===== config.mk =====
export PLATFORM = sky130hd
export DESIGN_NAME = dbt_debug_trace_control
export DESIGN_NICKNAME = d
export VERILOG_FILES = /design/src/hw/dbt_pkg.sv /design/src/hw/dbt_debug_trace_control.sv /design/src/hw/dbt_trace_ram.sv
export VERILOG_INCLUDE_DIRS = /design/src /design/src/hw
export SDC_FILE = /design/constraint.sdc
export NUM_CORES = 2
export LEC_CHECK = 0
export ABC_AREA = 0
export CAP_MARGIN = 20
export CORE_MARGIN = 4
export CORE_UTILIZATION = 40
export DETAILED_ROUTE_END_ITERATION = 6
export DONT_BUFFER_PORTS = 1
export MAX_ROUTING_LAYER = met4
export SKIP_CTS_REPAIR_TIMING = 1
export SYNTH_ARGS = -nofsm -noshare
export SYNTH_HDL_FRONTEND = slang
export SYNTH_SLANG_ARGS = --single-unit

===== constraint.sdc =====
create_clock -name clk_sys -period 10.4 [get_ports clk_sys]
set_input_delay 1.04 -clock clk_sys [delete_from_list [all_inputs] [get_ports clk_sys]]
set_output_delay 1.04 -clock clk_sys [all_outputs]
set_load 0.1 [all_outputs]

===== src/hw/dbt_params.svh =====
// Constants of the debug trace control block: register indices, field positions,
// reset values and trace buffer size.
// Assumes a 32-bit Avalon-MM slave where byte address = 4 * register index.
`ifndef DBT_PARAMS_SVH
`define DBT_PARAMS_SVH

// Register indices (byte address is four times the index)
`define DBT_IDX_CTL1   6'h20
`define DBT_IDX_TBH    6'h22
`define DBT_IDX_TBL    6'h23
`define DBT_IDX_CNT    6'h24
`define DBT_IDX_CCX    6'h25
`define DBT_IDX_CCH    6'h26
`define DBT_IDX_CCL    6'h27
`define DBT_IDX_CTL2   6'h28
`define DBT_IDX_CTL3   6'h29
`define DBT_IDX_CAX    6'h2a
`define DBT_IDX_CAH    6'h2b
`define DBT_IDX_CAL    6'h2c
`define DBT_IDX_CBX    6'h2d
`define DBT_IDX_CBH    6'h2e
`define DBT_IDX_CBL    6'h2f

// Control one fields
`define DBT_B_EN       7
`define DBT_B_ARM      6
`define DBT_B_TSEL     5
`define DBT_B_BEGIN    4
`define DBT_B_BRK      3
`define DBT_CTL1_MASK  8'hfb
// Control two fields
`define DBT_B_LEG      7
`define DBT_B_LTAG     4
`define DBT_B_CBRK     3
`define DBT_B_CTAG     2
// Count register full flag position
`define DBT_B_FULL     7

// Trace buffer geometry
`define DBT_TB_DEPTH   64
`define DBT_AW         6
`define DBT_TB_W       16
`define DBT_CNT_MAX    6'h3f
`define DBT_BE_WORD    4'hf
`define DBT_REG_RST    8'h00

`endif


===== src/hw/dbt_pkg.sv =====
// Types of the debug trace control block: bus and monitor carriers, modes, state.
// Widths come from dbt_params.svh, which must be compiled with this package.
`include "dbt_params.svh"
package dbt_pkg;

  // Capture mode encoding of control one bits 1:0
  typedef enum logic [1:0] {
    DBT_CAP_NORMAL  = 2'b00,
    DBT_CAP_LOOP    = 2'b01,
    DBT_CAP_DETAIL  = 2'b10,
    DBT_CAP_PROFILE = 2'b11
  } dbt_cap_e;

  // Trace session phase
  typedef enum logic [1:0] {
    DBT_PH_IDLE  = 2'b00,
    DBT_PH_WAIT  = 2'b01,
    DBT_PH_STORE = 2'b10
  } dbt_phase_e;

  // Avalon-MM request from the master
  typedef struct packed {
    logic        read;
    logic        write;
    logic [7:0]  address;
    logic [31:0] writedata;
    logic [3:0]  byteenable;
  } dbt_avm_s;

  // CPU bus monitor, one bus cycle per clock when cyc_valid is high
  typedef struct packed {
    logic                 cyc_valid;
    logic [15:0]          addr;
    logic [15:0]          data;
    logic                 fetch;
    logic                 free;
    logic                 cof;
    logic                 exec_start;
    logic [15:0]          exec_addr;
  } dbt_cpu_s;

  // Whole state of the control block
  typedef struct packed {
    logic [7:0]              ctl1, ctl2, ctl3;
    logic [7:0]              cax, cah, cal, cbx, cbh, cbl, ccx, cch, ccl;
    dbt_phase_e              phase;
    logic [`DBT_AW-1:0]      wp, rp, cnt;
    logic                    full;
    logic [`DBT_TB_W-1:0]    last_cof, last_instr, pend;
    logic                    pend_v;
    logic                    waitreq;
    logic [31:0]             rdata;
    logic                    brk, brk_tag;
  } dbt_state_s;

endpackage : dbt_pkg


===== src/hw/dbt_debug_trace_control.sv =====
// Debug trace control block: control registers, comparators A/B/C, trace capture
// into a 64-word buffer, legacy breakpoints and CPU break requests.
// Assumes an Avalon-MM master and a CPU bus monitor synchronous to clk_sys.
//
// Design decision made here: register access over Avalon-MM.
`timescale 1ns/10ps
`include "dbt_params.svh"

// Behaviour
// RULE_01: While armed, only enable and arm bits accept writes.
// RULE_02: Control one ignores writes while legacy breakpoint mode is enabled.
// RULE_03: Enable bit stays clear when written while the device is secured.
// RULE_04: Arm written without enable means both bits written zero.
// RULE_05: Armed compares and stores; unarmed stops comparison and storage.
// RULE_06: Trigger select zero: address match; one: tagged before opcode executes.
// RULE_07: In debug mode trigger select replaces the legacy tag select.
// RULE_08: With break enabled, trigger select gives tagged or forced break type.
// RULE_09: Begin bit zero: trigger ends storage; one: trigger starts it.
// RULE_10: Break enable sends A/B break request when session completes.
// RULE_11: Capture field selects normal, loop, detail or profile capture.
// RULE_12: Loop capture skips redundant change-of-flow entries.
// RULE_13: Detail capture stores address and data except fetch and free cycles.
// RULE_14: Profile capture returns last executed instruction address on buffer read.
// RULE_15: Comparator C gives a third breakpoint in legacy mode.
// RULE_16: Register bits accept writes in both modes when not armed.
// RULE_17: Control one fields act only in debug mode.
// RULE_18: Buffer reads need an aligned word; others return zero, pointer kept.
// RULE_19: Count reports valid words; full flag at 64; arming clears both.
// RULE_20: Writes to buffer and count registers change nothing.
module dbt_debug_trace_control (
  input  wire logic              clk_sys,
  input  wire logic              rst,
  input  wire dbt_pkg::dbt_avm_s avm_req,
  output logic [31:0]            avm_readdata,
  output logic                   avm_waitrequest,
  input  wire dbt_pkg::dbt_cpu_s cpu_mon,
  input  wire logic              secured,
  output logic                   debug_armed,
  output logic                   break_req,
  output logic                   break_tagged
);

  dbt_pkg::dbt_state_s st_q, st_d;

  logic                   acc, take, hit;
  logic [5:0]             idx;
  logic                   dbg, armed, legacy, prof;
  dbt_pkg::dbt_cap_e      cap;
  logic                   ma, mb, mc, ta, tb, tc, trig;
  logic                   qual, store, done;
  logic [`DBT_TB_W-1:0]   qword;
  logic                   we;
  logic [`DBT_AW-1:0]     waddr;
  logic [`DBT_TB_W-1:0]   wdat;
  logic [`DBT_TB_W-1:0]   tb_rd;
  logic [7:0]             wd;
  logic                   en_w, arm_w, tb_ok;

  // Register index from a byte address
  function automatic logic [5:0] reg_idx(input logic [7:0] a);
    return a[7:2];
  endfunction : reg_idx

  // Register read value; the trace word appears only on an aligned full-word read
  function automatic logic [31:0] rd_word(input dbt_pkg::dbt_state_s s,
                                          input logic [5:0] i,
                                          input logic ok,
                                          input logic [15:0] tb);
    logic [31:0] r;
    r = 32'h0;
    case (i)
      `DBT_IDX_CTL1: r[7:0] = s.ctl1;
      `DBT_IDX_TBH:  r[15:0] = ok ? tb : 16'h0;
      `DBT_IDX_CNT:  r[7:0] = {s.full, 1'b0, s.cnt};
      `DBT_IDX_CCX:  r[7:0] = s.ccx;
      `DBT_IDX_CCH:  r[7:0] = s.cch;
      `DBT_IDX_CCL:  r[7:0] = s.ccl;
      `DBT_IDX_CTL2: r[7:0] = s.ctl2;
      `DBT_IDX_CTL3: r[7:0] = s.ctl3;
      `DBT_IDX_CAX:  r[7:0] = s.cax;
      `DBT_IDX_CAH:  r[7:0] = s.cah;
      `DBT_IDX_CAL:  r[7:0] = s.cal;
      `DBT_IDX_CBX:  r[7:0] = s.cbx;
      `DBT_IDX_CBH:  r[7:0] = s.cbh;
      `DBT_IDX_CBL:  r[7:0] = s.cbl;
      default:       r = 32'h0;
    endcase
    return r;
  endfunction : rd_word

  // Trace buffer storage
  dbt_trace_ram #(
    .WIDTH (`DBT_TB_W),
    .DEPTH (`DBT_TB_DEPTH),
    .AW    (`DBT_AW)
  ) u_ram (
    .clk_sys (clk_sys),
    .wr_en   (we),
    .wr_addr (waddr),
    .wr_data (wdat),
    .rd_addr (st_q.rp),
    .rd_data (tb_rd)
  );

  // Next-state logic: capture first, so that a bus write in the same cycle wins
  always_comb begin
    st_d    = st_q;
    st_d.brk = 1'b0;
    idx     = reg_idx(avm_req.address);
    acc     = avm_req.read | avm_req.write;
    take    = acc & st_q.waitreq;
    hit     = acc & ~st_q.waitreq;
    legacy  = st_q.ctl2[`DBT_B_LEG];
    dbg     = st_q.ctl1[`DBT_B_EN] & ~legacy; // RULE_17
    armed   = st_q.ctl1[`DBT_B_ARM];
    cap     = dbt_pkg::dbt_cap_e'(st_q.ctl1[1:0]);
    prof    = dbg & (cap == dbt_pkg::DBT_CAP_PROFILE);
    tb_ok   = (avm_req.byteenable == `DBT_BE_WORD) & ~armed;
    wd      = avm_req.writedata[7:0];
    en_w    = 1'b0;
    arm_w   = 1'b0;
    we      = 1'b0;
    waddr   = st_q.wp;
    wdat    = 16'h0;
    done    = 1'b0;
    // Comparator matches on bus cycles and on instruction start
    ma = cpu_mon.cyc_valid & (cpu_mon.addr == {st_q.cah, st_q.cal});
    mb = cpu_mon.cyc_valid & (cpu_mon.addr == {st_q.cbh, st_q.cbl});
    mc = cpu_mon.cyc_valid & (cpu_mon.addr == {st_q.cch, st_q.ccl});
    ta = cpu_mon.exec_start & (cpu_mon.exec_addr == {st_q.cah, st_q.cal});
    tb = cpu_mon.exec_start & (cpu_mon.exec_addr == {st_q.cbh, st_q.cbl});
    tc = cpu_mon.exec_start & (cpu_mon.exec_addr == {st_q.cch, st_q.ccl});
    // Trigger select plays the legacy tag role in debug mode
    trig = dbg & armed & (st_q.ctl1[`DBT_B_TSEL] ? (ta | tb) : (ma | mb)); // RULE_06 RULE_07
    // Which bus cycles qualify for storage
    qword = cpu_mon.addr;
    case (cap)
      dbt_pkg::DBT_CAP_NORMAL: qual = cpu_mon.cyc_valid & cpu_mon.cof; // RULE_11
      dbt_pkg::DBT_CAP_LOOP:   qual = cpu_mon.cyc_valid & cpu_mon.cof
                                      & (cpu_mon.addr != st_q.last_cof); // RULE_12
      dbt_pkg::DBT_CAP_DETAIL: qual = cpu_mon.cyc_valid & ~cpu_mon.fetch
                                      & ~cpu_mon.free; // RULE_13
      default:                 qual = 1'b0;
    endcase
    store = dbg & armed & (qual | st_q.pend_v)
            & ((st_q.phase == dbt_pkg::DBT_PH_STORE)
               | ((st_q.phase == dbt_pkg::DBT_PH_WAIT) & trig)); // RULE_05 RULE_09
    // Held data word of a detail cycle goes first; a new cycle then is dropped
    if (store) begin
      we    = 1'b1;
      wdat  = st_q.pend_v ? st_q.pend : qword;
      st_d.wp  = st_q.wp + 1'b1;
      st_d.cnt = st_q.cnt + 1'b1; // RULE_19
      if (st_q.cnt == `DBT_CNT_MAX) begin
        st_d.full = 1'b1;
      end
      if (st_q.pend_v) begin
        st_d.pend_v = 1'b0;
      end else if (cap == dbt_pkg::DBT_CAP_DETAIL) begin
        st_d.pend   = cpu_mon.data; // RULE_13
        st_d.pend_v = 1'b1;
      end else if (cap == dbt_pkg::DBT_CAP_LOOP) begin
        st_d.last_cof = cpu_mon.addr; // RULE_12
      end
    end
    // Session sequencing
    case (st_q.phase)
      dbt_pkg::DBT_PH_WAIT: begin
        if (trig) begin
          st_d.phase = dbt_pkg::DBT_PH_STORE; // RULE_09
        end
      end
      dbt_pkg::DBT_PH_STORE: begin
        if (st_q.ctl1[`DBT_B_BEGIN]) begin
          done = store & (st_q.cnt == `DBT_CNT_MAX);
        end else begin
          done = trig; // RULE_09
        end
      end
      default: done = 1'b0;
    endcase
    if (!(dbg & armed)) begin
      done = 1'b0;
    end
    // Completion disarms, points the reader at the oldest word, may break
    if (done) begin
      st_d.phase = dbt_pkg::DBT_PH_IDLE;
      st_d.ctl1[`DBT_B_ARM] = 1'b0;
      st_d.rp = st_d.full ? st_d.wp : '0;
      if (st_q.ctl1[`DBT_B_BRK]) begin
        st_d.brk     = 1'b1; // RULE_10
        st_d.brk_tag = st_q.ctl1[`DBT_B_TSEL]; // RULE_08
      end
    end
    // Legacy A/B breakpoints use the legacy tag select
    if (legacy & (st_q.ctl2[`DBT_B_LTAG] ? (ta | tb) : (ma | mb))) begin
      st_d.brk     = 1'b1;
      st_d.brk_tag = st_q.ctl2[`DBT_B_LTAG];
    end
    // Comparator C break; in loop capture it is busy tracking entries
    if (st_q.ctl2[`DBT_B_CBRK] & (legacy | (dbg & (cap != dbt_pkg::DBT_CAP_LOOP)))
        & (st_q.ctl2[`DBT_B_CTAG] ? tc : mc)) begin
      st_d.brk     = 1'b1; // RULE_15
      st_d.brk_tag = st_q.ctl2[`DBT_B_CTAG];
    end
    // Last executed instruction for profile reads
    if (cpu_mon.exec_start) begin
      st_d.last_instr = cpu_mon.exec_addr;
    end
    // Bus handshake: waitrequest drops for exactly one cycle after the request
    st_d.waitreq = ~take;
    if (take) begin
      st_d.rdata = avm_req.read ? rd_word(st_q, idx, tb_ok, tb_rd) : 32'h0;
      if (avm_req.read & prof & (idx == `DBT_IDX_TBH)) begin
        st_d.rdata = {16'h0, st_q.last_instr}; // RULE_14
      end
    end
    // Trace reads advance the pointer only when the word was really delivered
    if (hit & avm_req.read & (idx == `DBT_IDX_TBH) & tb_ok & ~prof) begin
      st_d.rp = st_q.rp + 1'b1; // RULE_18
    end
    // Register writes take effect at the accepting edge
    if (hit & avm_req.write & avm_req.byteenable[0]) begin
      if (idx == `DBT_IDX_CTL1) begin
        if (!legacy) begin // RULE_02
          en_w  = wd[`DBT_B_EN] & ~secured; // RULE_03
          arm_w = wd[`DBT_B_ARM] & en_w; // RULE_04
          if (armed) begin
            st_d.ctl1 = {en_w, arm_w, st_d.ctl1[5:0]}; // RULE_01
          end else begin
            st_d.ctl1 = {en_w, arm_w, wd[5:0]} & `DBT_CTL1_MASK; // RULE_16
          end
          if (arm_w) begin
            st_d.cnt    = '0; // RULE_19
            st_d.full   = 1'b0;
            st_d.wp     = '0;
            st_d.pend_v = 1'b0;
            st_d.last_cof = 16'h0;
            st_d.phase  = st_d.ctl1[`DBT_B_BEGIN] ? dbt_pkg::DBT_PH_WAIT
                                                  : dbt_pkg::DBT_PH_STORE;
          end else begin
            st_d.phase = dbt_pkg::DBT_PH_IDLE; // RULE_05
            st_d.rp    = st_d.full ? st_d.wp : '0;
          end
        end
      end else if (!armed) begin // RULE_01
        // Buffer and count registers are read only and absent here
        case (idx) // RULE_16 RULE_20
          `DBT_IDX_CCX:  st_d.ccx  = wd;
          `DBT_IDX_CCH:  st_d.cch  = wd;
          `DBT_IDX_CCL:  st_d.ccl  = wd;
          `DBT_IDX_CTL2: st_d.ctl2 = wd;
          `DBT_IDX_CTL3: st_d.ctl3 = wd;
          `DBT_IDX_CAX:  st_d.cax  = wd;
          `DBT_IDX_CAH:  st_d.cah  = wd;
          `DBT_IDX_CAL:  st_d.cal  = wd;
          `DBT_IDX_CBX:  st_d.cbx  = wd;
          `DBT_IDX_CBH:  st_d.cbh  = wd;
          `DBT_IDX_CBL:  st_d.cbl  = wd;
          default:       st_d.ccx  = st_q.ccx;
        endcase
      end
    end
  end

  // State register; reset leaves all control bits clear and the bus stalled
  always_ff @(posedge clk_sys or posedge rst) begin
    if (rst) begin
      st_q         <= '0;
      st_q.phase   <= dbt_pkg::DBT_PH_IDLE;
      st_q.waitreq <= 1'b1;
    end else begin
      st_q <= st_d;
    end
  end

  // Outputs straight from state flops
  assign avm_readdata    = st_q.rdata;
  assign avm_waitrequest = st_q.waitreq;
  assign debug_armed     = st_q.ctl1[`DBT_B_ARM];
  assign break_req       = st_q.brk;
  assign break_tagged    = st_q.brk_tag;
endmodule : dbt_debug_trace_control


===== src/hw/dbt_trace_ram.sv =====
// Trace buffer memory: one synchronous write port, one asynchronous read port.
// Contents are not reset; the owner tracks which words are valid.
`timescale 1ns/10ps
module dbt_trace_ram #(
  parameter int WIDTH = 16,
  parameter int DEPTH = 64,
  parameter int AW    = 6
) (
  input  wire logic             clk_sys,
  input  wire logic             wr_en,
  input  wire logic [AW-1:0]    wr_addr,
  input  wire logic [WIDTH-1:0] wr_data,
  input  wire logic [AW-1:0]    rd_addr,
  output logic      [WIDTH-1:0] rd_data
);

  logic [WIDTH-1:0] mem [DEPTH];

  // Storage write
  always_ff @(posedge clk_sys) begin
    if (wr_en) begin
      mem[wr_addr] <= wr_data;
    end
  end

  // Read is combinational so the owner can register it with the bus answer
  assign rd_data = mem[rd_addr];

endmodule : dbt_trace_ram


==> results by group <==
Run status
  • Status: completed

Worst setup path
  • Worst EP required: 10990 ps
  • Top cell by count, worst path: mux4_2
  • CP delay by family, top: multiplexers
  • Critical R2R Launch: st_q[91]
  • Worst R2R End: avm_readdata[13]
  • Critical-path top delay cell: dfrtp_4
  • Worst path cell trace: buf_4 -> buf_4 -> mux4_2 -> mux4_2 -> mux4_2 -> nand2b_1 -> a21oi_1
  • Worst endpoint data arrival time: 5450 ps
  • WS Path Type: reg2reg
  • Peak per-stage delay on the critical path: 1070 ps
  • Critical Path Sink Type: register
  • R2R setup slack: 5540 ps
  • CP bufs+invs: 2
  • Worst R2R Path Depth: 7
  • CP Max Fanout: 45
  • Setup crit start kind: register

CTS
  • H-tree Lvls: 4
  • Clock sink count: 1208
  • Root Driver: clkbuf_16
  • CTS tree: done
  • CTS buffer count: 130
  • Clock Path Buffers: 3
  • Worst-Skew Late Latency: 740 ps
  • Worst-path clk slew: 60 ps

Drt
  • Via/cell ratio: 5.70
  • Initial DRC Count: 2609
  • Avg WL per Cell: 29.4 µm
  • Detailed Route WL: 126000 µm
  • Remaining antenna violation count: 0
  • First-pass detailed-route iteration total: 5
  • DRC: 0
  • DR vias: 24400

Power and ir drop
  • PwrDens: 179 nW/µm²
  • VDD IR-drop max: 0.148 mV
  • Static Leak: 0.0161 µW

Place
  • Final GP Congestion: 0.936
  • Port bufs: 0
  • Hpwl dp: 77800 µm

Hold path
  • HP Class: in2async

Yosys
  • Syn Std Cell Area: 49300 µm²
  • Sequential area share after synthesis: 71.8%
  • Post-synthesis average cell area: 19.8 µm²
  • Primary FF master, synth: edfxtp_1
  • Post-synth EDFFs: 1024
  • #FFs+latches synth: 1208
  • Post-Syn Instances: 2482
  • Netlist cell types: 68
  • Synth warn: 0
  • Post-synth ARST share: 15.2%

Timing
  • Least-Margin Pin Slew: 1140 ps
  • Max_slew headroom: 23.9%
  • Clk_skew: 28.2 ps
  • Slew Viols, Final: 0
  • Tcrit/Tclk final: 46.7%
  • # setup viols final: 0
  • Setup TNS: 0 ps
  • Min Tclk post-route: 4860 ps
  • RSZ-0062 raised after global routing: no
  • Final Hold Vio Count: 0
  • Fmax: 0.206 GHz

Run
  • MaxCap Viol Count: 0

GRT
  • Congestion Overflow GR: 0
  • Vias in the first global route: 25000
  • Initial antenna violation count: 4
  • First-pass GRT wire length: 183000 µm
  • Pin count of the biggest net entering global routing: 73
  • Gr usage total: 20.1%

Finish
  • Fraction of layout cells with a size suffix above 1: 29.4%
  • NumNets Final: 2664
  • Area Growth Syn to Fin: 12.5%
  • Final Util: 45.4%

Floorplan
  • Die Ht: 359 µm
  • Initial Utilization: 40.4%
  • Die Wd: 359 µm
  • Placeable Area: 122000 µm²
  • Site Rows: 128
  • Io pins: 138
  • Die area: 129000 µm²
-- flip-flops by register name, summed over array words and instances (netlist names) --
signal,count
break_req,1
cap,2
avm_readdata,16
debug_armed,1
u_ram.mem,1024
break_tagged,1
st_q,155
waddr,6
legacy,1
avm_waitrequest,1
-- stage by stage --
step | std cells | hold slack, ps | total power [µW] | cell area, µm² | setup WS (ps)
floorplan | 2497 | 467 | 5600 | 49300 | 4360
global route | 4284 | 264 | 10200 | 55400 | 5230
CTS | 4283 | 231 | 10000 | 55400 | 5420
detailed placement | 4051 | 497 | 5640 | 51300 | 5260
global placement | 4051 | 489 | 5640 | 51300 | 5360
finish | 4285 | 238 | 9920 | 55400 | 5540
-- layout by cell type (no fill, tap or decap), types with 21 or more instances in the layout --
cell type / instances
a21oi_1: 42
a22oi_1: 28
buf_4: 99
clkbuf_1: 34
clkbuf_16: 133
clkinv_2: 24
dfrtp_1: 179
edfxtp_1: 1024
mux2_2: 118
mux2i_1: 21
mux4_2: 336
nand2_1: 78
nand3_1: 41
nand4_1: 35
nor2_1: 108
xnor2_1: 88
xor2_1: 34
-- per-layer routing --
metal | track usage [%] | share of wire [%] | vias to the layer above
met5 | - | 0 | -
met4 | 5.83 | 2.8 | 0
met3 | 3.58 | 6.0 | 206
met2 | 31.3 | 49 | 858
met1 | 27.4 | 42 | 13100
li1 | - | - | 10200
-- cell families (layout without fill, tap and decap cells) --
kind of cell | count (synthesis) | after routing | share of synthesized area (%)
buffers and inverters | 179 | 341 | 1.92
XOR/XNOR | 122 | 122 | 2.17
multiplexers | 484 | 484 | 18.8
AND/OR/NAND/NOR | 355 | 355 | 3.54
adder cells (fa/ha/maj) | 3 | 3 | 0.0762
other | 1 | 17 | 0.00761
AO/OA/AOI/OAI | 130 | 130 | 1.75
flip-flops | 1208 | 1208 | 71.8
-- final cells by class --
type / instances / area, µm²
fill: 10300 / 66600
sequential: 1208 / 35400
multi-input combinational: 1110 / 13200
clock buffer: 169 / 3480
tap: 1625 / 2030
timing repair buffer: 100 / 771
clock inverter: 63 / 573
inverter: 9 / 38.8
antenna: 1 / 2.50
-- worst max-delay path by stage --
stage | slack, ps | depth (start not counted) | startpoint | endpoint
CTS | 5420 | 7 | st_q[91] | avm_readdata[1]
finish | 5540 | 7 | st_q[91] | avm_readdata[13]
detailed placement | 5260 | 8 | cpu_mon[6] | u_ram.mem[37][2]
global route | 5230 | 7 | st_q[91] | avm_readdata[1]
global placement | 5360 | 8 | cpu_mon[13] | u_ram.mem[37][2]
floorplan | 4360 | 1 | rst | avm_readdata[0]
-- synth_stat cells, types with 3 or more instances --
cell | count | area [µm²]
nor3_1 | 8 | 40.0
nor4_1 | 11 | 68.8
edfxtp_1 | 1024 | 30700
nand3b_1 | 7 | 52.6
o21ai_1 | 3 | 15.0
or4b_2 | 3 | 30.0
nor2_1 | 125 | 469
o211ai_1 | 3 | 22.5
buf_1 | 15 | 56.3
buf_2 | 34 | 170
nor4_2 | 3 | 37.5
a221oi_1 | 3 | 26.3
mux2_2 | 118 | 1330
buf_4 | 41 | 308
ha_1 | 3 | 37.5
o22ai_1 | 4 | 25.0
inv_1 | 8 | 30.0
mux2i_1 | 21 | 210
buf_6 | 10 | 113
a222oi_1 | 8 | 80.1
xnor2_1 | 88 | 771
nand4_1 | 35 | 219
xor2_1 | 34 | 298
a21oi_1 | 42 | 210
nand3_1 | 41 | 205
clkbuf_1 | 70 | 263
nand4bb_1 | 3 | 33.8
nand2_1 | 78 | 293
and3_1 | 3 | 18.8
mux2_4 | 9 | 135
nor2b_1 | 6 | 37.5
or3_1 | 4 | 25.0
dfrtp_1 | 183 | 4580
a22oi_1 | 28 | 210
mux4_2 | 336 | 7570
nand2b_1 | 13 | 81.3
o21ai_0 | 18 | 90.1
-- where the power goes --
group	total [µW]	leakage (µW)	internal [µW]	switching (µW)
Sequential	5320	0.0104	5220	100
Clock	4380	0.00198	2490	1890
Combinational	222	0.00374	97.6	124
Note: power is estimated with default switching activity, not from simulation.
